===== src/shared/scs_pkg.sv =====
// package for the system clock select and tuning block
// assumes a single 25 MHz register clock; oscillators are modelled as enables
package scs_pkg;
    // register byte addresses on the axi4-lite slave
    localparam logic [3:0] OSC_CONTROL_ADDR = 4'h0;
    localparam logic [3:0] OSC_TUNING_ADDR = 4'h4;
    localparam logic [3:0] SLEEP_CTRL_ADDR = 4'h8;
    localparam logic [3:0] CLOCK_STATUS_ADDR = 4'hC;
    // field positions, oscillator control
    localparam int IDLE_BIT = 7;
    localparam int FREQ_HI = 6;
    localparam int FREQ_LO = 4;
    localparam int STARTUP_BIT = 3;
    localparam int STABLE_BIT = 2;
    localparam int SEL_HI = 1;
    localparam int SEL_LO = 0;
    // field positions, oscillator tuning
    localparam int LFSRC_BIT = 7;
    localparam int MULT_BIT = 6;
    localparam int TRIM_HI = 5;
    // reset values
    localparam logic [2:0] FREQ_RESET = 3'h4;
    localparam logic [5:0] TRIM_RESET = 6'h00;
    // clock select codes
    localparam logic [1:0] SEL_DEFAULT = 2'h0;
    localparam logic [1:0] SEL_SECONDARY = 2'h1;
    localparam logic [1:0] SEL_PRIMARY = 2'h2;
    localparam logic [1:0] SEL_INTERNAL = 2'h3;
    // oscillator mode configuration codes
    localparam logic [2:0] MODE_EXT_MULT = 3'h6;
    localparam logic [2:0] MODE_XTAL_MULT = 3'h4;
    // fast rc divide for the derived low-frequency clock
    localparam int LF_DIV = 256;
    // switch pause: two old-source cycles plus four new-source cycles
    localparam int OLD_CYCLES = 2;
    localparam int NEW_CYCLES = 4;
    localparam logic [1:0] RESP_OKAY = 2'h0;
    localparam logic [1:0] RESP_SLVERR = 2'h2;

    typedef enum logic [1:0] {
        SRC_PRIMARY,
        SRC_SECONDARY,
        SRC_FAST_RC,
        SRC_LOW_RC
    } scs_src_t;

    typedef struct packed {
        logic [2:0] osc_mode;
        logic default_source_config_bit;
        logic two_speed_startup_config;
    } scs_config_t;

    typedef struct packed {
        logic secondary_osc_enable;
        logic startup_timer_done;
        logic fast_rc_stable;
    } scs_osc_stat_t;
endpackage : scs_pkg


===== src/rtl/scs_clock_select.sv =====
// system clock source selection, internal oscillator control and tuning
// assumes oscillator status inputs come from other clock domains; each is synchronised
`timescale 1ns/1ps
`default_nettype none

module scs_clock_select
    import scs_pkg::*;
(
    input wire logic aclk,
    input wire logic aresetn,
    input wire logic [3:0] s_axi_awaddr,
    input wire logic s_axi_awvalid,
    output logic s_axi_awready,
    input wire logic [31:0] s_axi_wdata,
    input wire logic [3:0] s_axi_wstrb,
    input wire logic s_axi_wvalid,
    output logic s_axi_wready,
    output logic [1:0] s_axi_bresp,
    output logic s_axi_bvalid,
    input wire logic s_axi_bready,
    input wire logic [3:0] s_axi_araddr,
    input wire logic s_axi_arvalid,
    output logic s_axi_arready,
    output logic [31:0] s_axi_rdata,
    output logic [1:0] s_axi_rresp,
    output logic s_axi_rvalid,
    input wire logic s_axi_rready,
    input wire scs_config_t cfg,
    input wire scs_osc_stat_t osc_stat,
    input wire logic sleep_exec,
    output var scs_src_t active_source,
    output logic [2:0] fast_rc_div_sel,
    output logic [5:0] fast_rc_trim,
    output logic low_freq_source_select,
    output logic multiplier_on,
    output logic clock_paused,
    output logic secondary_running,
    output logic idle_mode,
    output logic sleep_mode,
    output logic watchdog_clk_from_low_rc
);

    // ************************************************************
    // input synchronisers
    // ************************************************************
    // only the second stage is read; the first may still be settling
    scs_osc_stat_t stat_meta_q;
    scs_osc_stat_t stat_q;
    always_ff @(posedge aclk) begin
        stat_meta_q <= osc_stat;
        stat_q <= stat_meta_q;
    end

    // ************************************************************
    // axi4-lite write channel
    // ************************************************************
    logic [3:0] awaddr_q;
    logic aw_held_q;
    logic [31:0] wdata_q;
    logic [3:0] wstrb_q;
    logic w_held_q;
    logic wr_fire;
    assign s_axi_awready = !aw_held_q && !s_axi_bvalid;
    assign s_axi_wready = !w_held_q && !s_axi_bvalid;
    assign wr_fire = aw_held_q && w_held_q;

    always_ff @(posedge aclk) begin
        if (!aresetn) begin
            aw_held_q <= 1'b0;
            w_held_q <= 1'b0;
            awaddr_q <= 4'h0;
            wdata_q <= 32'h0000_0000;
            wstrb_q <= 4'h0;
        end else begin
            if (s_axi_awvalid && s_axi_awready) begin
                aw_held_q <= 1'b1;
                awaddr_q <= s_axi_awaddr;
            end
            if (s_axi_wvalid && s_axi_wready) begin
                w_held_q <= 1'b1;
                wdata_q <= s_axi_wdata;
                wstrb_q <= s_axi_wstrb;
            end
            if (wr_fire) begin
                aw_held_q <= 1'b0;
                w_held_q <= 1'b0;
            end
        end
    end

    logic wr_ctrl;
    logic wr_tune;
    logic wr_known;
    assign wr_ctrl = wr_fire && awaddr_q == OSC_CONTROL_ADDR && wstrb_q[0];
    assign wr_tune = wr_fire && awaddr_q == OSC_TUNING_ADDR && wstrb_q[0];
    assign wr_known = awaddr_q == OSC_CONTROL_ADDR || awaddr_q == OSC_TUNING_ADDR
        || awaddr_q == SLEEP_CTRL_ADDR || awaddr_q == CLOCK_STATUS_ADDR;

    always_ff @(posedge aclk) begin
        if (!aresetn) begin
            s_axi_bvalid <= 1'b0;
            s_axi_bresp <= RESP_OKAY;
        end else if (wr_fire) begin
            s_axi_bvalid <= 1'b1;
            s_axi_bresp <= wr_known ? RESP_OKAY : RESP_SLVERR;
        end else if (s_axi_bready) begin
            s_axi_bvalid <= 1'b0;
        end
    end

    // ************************************************************
    // control registers
    // ************************************************************
    logic idle_sel_q;
    logic [2:0] freq_q;
    logic [1:0] sel_q;
    logic lfsrc_q;
    logic mult_q;
    logic [5:0] trim_q;
    logic mult_mode;
    assign mult_mode = cfg.osc_mode == MODE_EXT_MULT || cfg.osc_mode == MODE_XTAL_MULT;

    // sync reset clears select on every reset form
    always_ff @(posedge aclk) begin
        if (!aresetn) begin
            idle_sel_q <= 1'b0;
            freq_q <= FREQ_RESET;
            sel_q <= SEL_DEFAULT;
        end else if (wr_ctrl) begin
            idle_sel_q <= wdata_q[IDLE_BIT];
            freq_q <= wdata_q[FREQ_HI:FREQ_LO];
            sel_q <= wdata_q[SEL_HI:SEL_LO];
        end
    end

    // checked without the disable so the reset cycles themselves count
    a_select_reset: assert property (@(posedge aclk)
        !aresetn |=> sel_q == SEL_DEFAULT && freq_q == FREQ_RESET && !idle_sel_q)
        else $error("control fields not reset");
    a_trim_write: assert property (@(posedge aclk) disable iff (!aresetn)
        wr_tune |=> fast_rc_trim == $past(wdata_q[TRIM_HI:0]))
        else $error("trim not applied");

    // mode pins may leave a multiplied mode at any time; the bit then drops
    always_ff @(posedge aclk) begin
        if (!aresetn) begin
            lfsrc_q <= 1'b0;
            mult_q <= 1'b0;
            trim_q <= TRIM_RESET;
        end else begin
            if (wr_tune) begin
                lfsrc_q <= wdata_q[LFSRC_BIT];
                trim_q <= wdata_q[TRIM_HI:0];
                mult_q <= mult_mode && wdata_q[MULT_BIT];
            end else if (!mult_mode) begin
                mult_q <= 1'b0;
            end
        end
    end

    // ************************************************************
    // source selection and glitch-free switch
    // ************************************************************
    scs_src_t target_src;
    always_comb begin
        case (sel_q)
            SEL_INTERNAL: target_src = SRC_FAST_RC;
            SEL_PRIMARY: target_src = SRC_PRIMARY;
            SEL_SECONDARY: target_src = SRC_SECONDARY;
            default: target_src = cfg.default_source_config_bit ? SRC_PRIMARY : SRC_FAST_RC;
        endcase
        // lowest frequency code picks a low-frequency source
        if (target_src == SRC_FAST_RC && freq_q == 3'h0 && !lfsrc_q) begin
            target_src = SRC_LOW_RC;
        end
    end

    typedef enum logic [1:0] {
        SW_RUN,
        SW_OLD,
        SW_NEW
    } scs_sw_t;
    scs_sw_t sw_q;
    logic [2:0] sw_cnt_q;
    scs_src_t pending_q;

    // the old clock is counted then the new; no clock runs stopped in between
    always_ff @(posedge aclk) begin
        if (!aresetn) begin
            sw_q <= SW_RUN;
            sw_cnt_q <= 3'h0;
            active_source <= SRC_PRIMARY;
            pending_q <= SRC_PRIMARY;
        end else begin
            case (sw_q)
                SW_RUN: begin
                    if (target_src != active_source) begin
                        sw_q <= SW_OLD;
                        pending_q <= target_src;
                        sw_cnt_q <= 3'(OLD_CYCLES - 1);
                    end
                end
                SW_OLD: begin
                    if (sw_cnt_q == 3'h0) begin
                        sw_q <= SW_NEW;
                        sw_cnt_q <= 3'(NEW_CYCLES - 1);
                    end else begin
                        sw_cnt_q <= sw_cnt_q - 3'h1;
                    end
                end
                SW_NEW: begin
                    if (sw_cnt_q == 3'h0) begin
                        sw_q <= SW_RUN;
                        active_source <= pending_q;
                    end else begin
                        sw_cnt_q <= sw_cnt_q - 3'h1;
                    end
                end
                default: sw_q <= SW_RUN;
            endcase
        end
    end
    assign clock_paused = sw_q != SW_RUN;

    // the old source stays in charge until the new one is counted in
    a_source_hold: assert property (@(posedge aclk) disable iff (!aresetn)
        clock_paused |-> $stable(active_source))
        else $error("source changed during pause");
    a_switch_start: assert property (@(posedge aclk) disable iff (!aresetn)
        (sw_q == SW_RUN && target_src != active_source) |=> sw_q == SW_OLD
        && pending_q == $past(target_src)) else $error("switch not started");

    // ************************************************************
    // sleep handling and status
    // ************************************************************
    logic sleep_secondary_bad;
    assign sleep_secondary_bad = sel_q == SEL_SECONDARY && !stat_q.secondary_osc_enable;

    always_ff @(posedge aclk) begin
        if (!aresetn) begin
            idle_mode <= 1'b0;
            sleep_mode <= 1'b0;
        end else if (sleep_exec && !sleep_secondary_bad) begin
            idle_mode <= idle_sel_q;
            sleep_mode <= !idle_sel_q;
        end else if (!sleep_exec) begin
            idle_mode <= 1'b0;
            sleep_mode <= 1'b0;
        end
    end

    // a refused sleep leaves both mode flags as they were
    a_sleep_entry: assert property (@(posedge aclk) disable iff (!aresetn)
        sleep_exec && !sleep_secondary_bad |=> idle_mode == $past(idle_sel_q)
        && sleep_mode != $past(idle_sel_q)) else $error("sleep mode not entered");
    a_sleep_refused: assert property (@(posedge aclk) disable iff (!aresetn)
        sleep_exec && sleep_secondary_bad |=> $stable(idle_mode) && $stable(sleep_mode))
        else $error("refused sleep changed mode");
    a_sleep_release: assert property (@(posedge aclk) disable iff (!aresetn)
        !sleep_exec |=> !idle_mode && !sleep_mode)
        else $error("mode flags stuck");

    logic startup_bit;
    logic stable_bit;
    // two-speed config picks the startup bit's reset-time view
    assign startup_bit = active_source == SRC_PRIMARY && !clock_paused
        && (stat_q.startup_timer_done || !cfg.two_speed_startup_config);
    assign stable_bit = stat_q.fast_rc_stable;
    assign secondary_running = active_source == SRC_SECONDARY && !clock_paused;
    assign fast_rc_div_sel = freq_q;
    assign fast_rc_trim = trim_q;
    assign low_freq_source_select = lfsrc_q;
    assign multiplier_on = mult_q && mult_mode;
    assign watchdog_clk_from_low_rc = 1'b1;

    a_status_exclusive: assert property (@(posedge aclk) disable iff (!aresetn)
        !(startup_bit && secondary_running)) else $error("startup and secondary both set");
    a_mult_mode_only: assert property (@(posedge aclk) disable iff (!aresetn)
        !mult_mode |=> !mult_q && !multiplier_on) else $error("multiplier on outside mode");
    a_switch_pause: assert property (@(posedge aclk) disable iff (!aresetn)
        (sw_q == SW_RUN && target_src != active_source) |=> clock_paused [*6] ##1 !clock_paused)
        else $error("switch pause wrong length");
    a_freq_write: assert property (@(posedge aclk) disable iff (!aresetn)
        wr_ctrl |=> fast_rc_div_sel == $past(wdata_q[FREQ_HI:FREQ_LO]))
        else $error("frequency not applied");

    // ************************************************************
    // axi4-lite read channel
    // ************************************************************
    logic [7:0] ctrl_rd;
    assign ctrl_rd = {idle_sel_q, freq_q, startup_bit, stable_bit, sel_q};
    assign s_axi_arready = !s_axi_rvalid;

    always_ff @(posedge aclk) begin
        if (!aresetn) begin
            s_axi_rvalid <= 1'b0;
            s_axi_rdata <= 32'h0000_0000;
            s_axi_rresp <= RESP_OKAY;
        end else if (s_axi_arvalid && s_axi_arready) begin
            s_axi_rvalid <= 1'b1;
            s_axi_rresp <= RESP_OKAY;
            case (s_axi_araddr)
                OSC_CONTROL_ADDR: s_axi_rdata <= {24'h000000, ctrl_rd};
                OSC_TUNING_ADDR: s_axi_rdata <= {24'h000000, lfsrc_q, mult_q, trim_q};
                SLEEP_CTRL_ADDR: s_axi_rdata <= {30'h00000000, sleep_mode, idle_mode};
                CLOCK_STATUS_ADDR: s_axi_rdata <= {27'h0000000, multiplier_on,
                    clock_paused, secondary_running, active_source};
                default: begin
                    s_axi_rdata <= 32'h0000_0000;
                    s_axi_rresp <= RESP_SLVERR;
                end
            endcase
        end else if (s_axi_rready) begin
            s_axi_rvalid <= 1'b0;
        end
    end

endmodule : scs_clock_select
`default_nettype wire


===== config.mk =====
export PLATFORM = sky130hd
export DESIGN_NAME = scs_clock_select
export DESIGN_NICKNAME = d
export VERILOG_FILES = /design/src/shared/scs_pkg.sv /design/src/rtl/scs_clock_select.sv
export SDC_FILE = /design/constraint.sdc
export NUM_CORES = 1
export LEC_CHECK = 0
export BUFFER_PORTS_ARGS = -buffer_cell sky130_fd_sc_hd__buf_2
export CAP_MARGIN = 25
export CORE_UTILIZATION = 43
export CTS_CLUSTER_SIZE = 20
export DETAILED_ROUTE_END_ITERATION = 8
export PLACE_DENSITY = 0.73
export SETUP_SLACK_MARGIN = 0.05
export SYNTH_ARGS = -nofsm -noshare
export SYNTH_HDL_FRONTEND = slang
export SYNTH_SLANG_ARGS = --single-unit

===== constraint.sdc =====
create_clock -name aclk -period 2 [get_ports aclk]
set_input_delay 0.2 -clock aclk [delete_from_list [all_inputs] [get_ports aclk]]
set_output_delay 0.2 -clock aclk [all_outputs]
set_load 0.02 [all_outputs]

==> results.toml <==
[logic_synthesis]
yosys_warnings = 0
synth_cell_types = 43
ys_seq_area_share_pct = 41.34
synthFlopType = "dfxtp_1"
synth_seq_cells = 58
synthMuxAreaShare_pct = 11.36
syn-instance-count = 307
synth-async-reset-ratio_pct = 0
synth_top_family_by_area = "simple AND/OR/NAND/NOR gates"
synth_simple_gate_area_share_pct = 20.04
syn_avg_cell_area_um2 = 9.150
synthesis.area_um2 = 2809
synth_edf_count = 0
synth_compound_area_share_pct = 13.50
synth_adder_area_share_pct = 2.673
synth-xor-area-share_pct = 0.5791

[placed_design]
dp_slack_ps = 141.1
port_buffers = 63
dpl.hpwl_mm = 4.173
gp_congestion = 0.8106

[worst_setup_path]
crit_type = "reg2reg"
cp-start-kind = "flip-flop"
critPathMaxStageDelay_ps = 540
crit_buf_inv = 0
worstPathMaxFanout = 5
crit_family = "simple AND/OR/NAND/NOR gates"
cp-startpoint = "low_freq_source_select"
worst_path_max_delay_cell = "or4_4"
r2r-end = "pending_q[1]"
r2r_cells = 5
cp.required_ps = 2220
reg2reg_from = "low_freq_source_select"
worstPathArrival_ps = 2080
setup.worst_path.end_class = "flip-flop"
crit_chain = "or4_4 -> a2bb2o_4 -> xor2_2 -> nor2_1 -> o31a_1"
rrSetupSlack_ps = 140

[clock_tree]
cts_sinks = 58
cts_setup_buffers = 0
cts.path.max_buffers = 2
cts_buffers = 9
path_clk_slew_ps = 70
cts-root-buf = "clkbuf_8"
cts_tree = "yes"
clk_latency_ps = 330
cts_max_level = 3

[outcome]
outcome = "complete, no violations"

[floorplanning]
start_util_pct = 44.49
dieHeight_um = 82.83
die_w_um = 82.83
io_pins = 119
std_cell_rows = 29
core_area_um2 = 6314
dieArea_um2 = 6860

[hold_path]
min_from = "cfg[2]"
worstHoldEndpoint = "mult_q"
min_path_type = "in2reg"
hold_depth = 2

[power_and_ir_drop]
peakVddDrop_mv = 0.6026
p_leak_uw = 0.001533
power_density_nw_per_um2 = 977.3

[cells_and_area]
multi_input_area_um2 = 1469
n_antenna_cell = 0
drive_gt1_share_pct = 25.53
area_delta_synth_final_pct = 20.62
final_core_util_pct = 53.67
layout.nets = 441
regArea_um2 = 1161
nFillCells = 573

[timing]
setup_tns_ps = 0
fin_worst_skew_ps = 9.179
max_freq_mhz = 537.2
finalCriticalPeriod_ps = 1862
finalMaxSlewViolations = 0
rsz0062_at_grt = "yes"
period_share_pct = 93.08
setup_viol = 0
hold_violations = 0
fin_ws_ps = 138.4

[job]
max-cap-violations = 0

[global_routing]
antenna_found_initial = 0
track_usage_pct = 16.62
overflow = 0
grt_pass1_vias = 2034
grt_first_pass_wirelength_mm = 9.218
grt_max_degree = 23

[routing]
first_pass_iters = 4
num_vias = 2214
wirelength_mm = 5.545
ant_nets = 0
drt_iter0_markers = 121
wl_per_cell_um = 12.13
viasPerCell = 4.845
drc_errors = 0
worst max path at each step:
stage | to | slack, ps | cells after the start
2_1_floorplan | pending_q[1] | 160 | 5
3_3_place_gp | sw_q[0] | 160 | 5
3_5_place_dp | sw_q[0] | 140 | 5
4_1_cts | secondary_running | 120 | 6
5_1_grt | secondary_running | 40 | 6
6_report | pending_q[1] | 140 | 5
layout by cell type, fill, tap and decap left out, types with 2 or more instances in the layout:
cell / count
nand3_1: 6
nor2b_1: 27
mux4_2: 2
dlygate4sd3_1: 3
nor2_1: 12
clkbuf_8: 9
o31ai_1: 2
bufinv_16: 3
clkbuf_1: 2
a21boi_0: 16
inv_1: 8
and2_1: 2
nand2b_1: 5
and3b_1: 2
buf_2: 63
conb_1: 27
a21oi_1: 5
and3_1: 2
mux2i_1: 24
buf_4: 7
dfxtp_1: 58
nor3_1: 3
mux2_2: 3
o22ai_1: 3
o21ai_0: 6
ha_1: 5
nand2_1: 47
a22oi_1: 6
layout make-up:
cell class / count / area share (%)
multi-input combinational: 225 / 43.35
sequential: 58 / 34.27
timing repair buffer: 73 / 11.74
clock buffer: 11 / 3.877
clock inverter: 5 / 3.028
tap: 77 / 2.843
inverter: 8 / 0.8863
metrics by stage:
stage / total power [uW] / hold WS [ps] / area (um^2) / cells
floorplan: 1890 / 227.7 / 2903 / 332
global placement: 2013 / 302.3 / 3115 / 438
detailed placement: 2037 / 304.6 / 3115 / 438
CTS: 3318 / 27.17 / 3379 / 457
global route: 3480 / 24.48 / 3388 / 457
finish: 3311 / 30.98 / 3388 / 457
power breakdown:
group	internal [uW]	switching, uW	total, uW
clock	826	453	1280
sequential	1230	51.3	1280
combinational	315	438	752
what timing repair did:
item,CTS,global route
hold endpoints to repair,3,0
gates resized for setup,0,2
hold buffers,3,0
setup endpoints to repair,0,2
registers in the layout, indices dropped and copies added (netlist names), 3 cells and up:
signal / count
s_axi_rdata: 8
stat_meta_q: 3
awaddr_q: 4
fast_rc_div_sel: 3
fast_rc_trim: 6
sw_cnt_q: 3
wdata_q: 8
cells by family (layout without fill, tap and decap cells):
group | after synthesis | count (layout)
compound gates | 50 | 50
flops | 58 | 58
simple gates | 112 | 112
other cells | 2 | 27
buf+inv | 49 | 97
mux | 29 | 29
xor+xnor | 1 | 1
fa+ha+maj | 6 | 6
synth_stat cells (2+ instances only):
cell / instances / area share, %
inv_1: 8 / 1.1
nor3_1: 3 / 0.53
o31ai_1: 2 / 0.53
nor4bb_1: 2 / 0.71
mux4_2: 2 / 1.6
and2_1: 2 / 0.45
a22oi_1: 6 / 1.6
and3_1: 2 / 0.45
a21oi_1: 5 / 0.89
nand2b_1: 5 / 1.1
clkbuf_1: 12 / 1.6
and3b_1: 2 / 0.62
mux2_2: 3 / 1.2
nand3_1: 6 / 1.1
dfxtp_1: 58 / 41
conb_1: 2 / 0.27
buf_4: 27 / 7.2
mux2i_1: 24 / 8.6
nand2_1: 47 / 6.3
ha_1: 6 / 2.7
nor2b_1: 27 / 6.0
nor2_1: 12 / 1.6
buf_2: 2 / 0.36
o22ai_1: 3 / 0.67
o21ai_0: 6 / 1.1
a21boi_0: 16 / 4.3
routing by layer:
layer	wire, um	GRT usage [%]	up-vias
li1	-	-	1120
met3	233	4.076	8
met5	0	0	-
met4	74	7.210	0
met2	2580	26.38	72
met1	2656	21.50	1014
No activity file was read; power rests on OpenSTA's default activity.
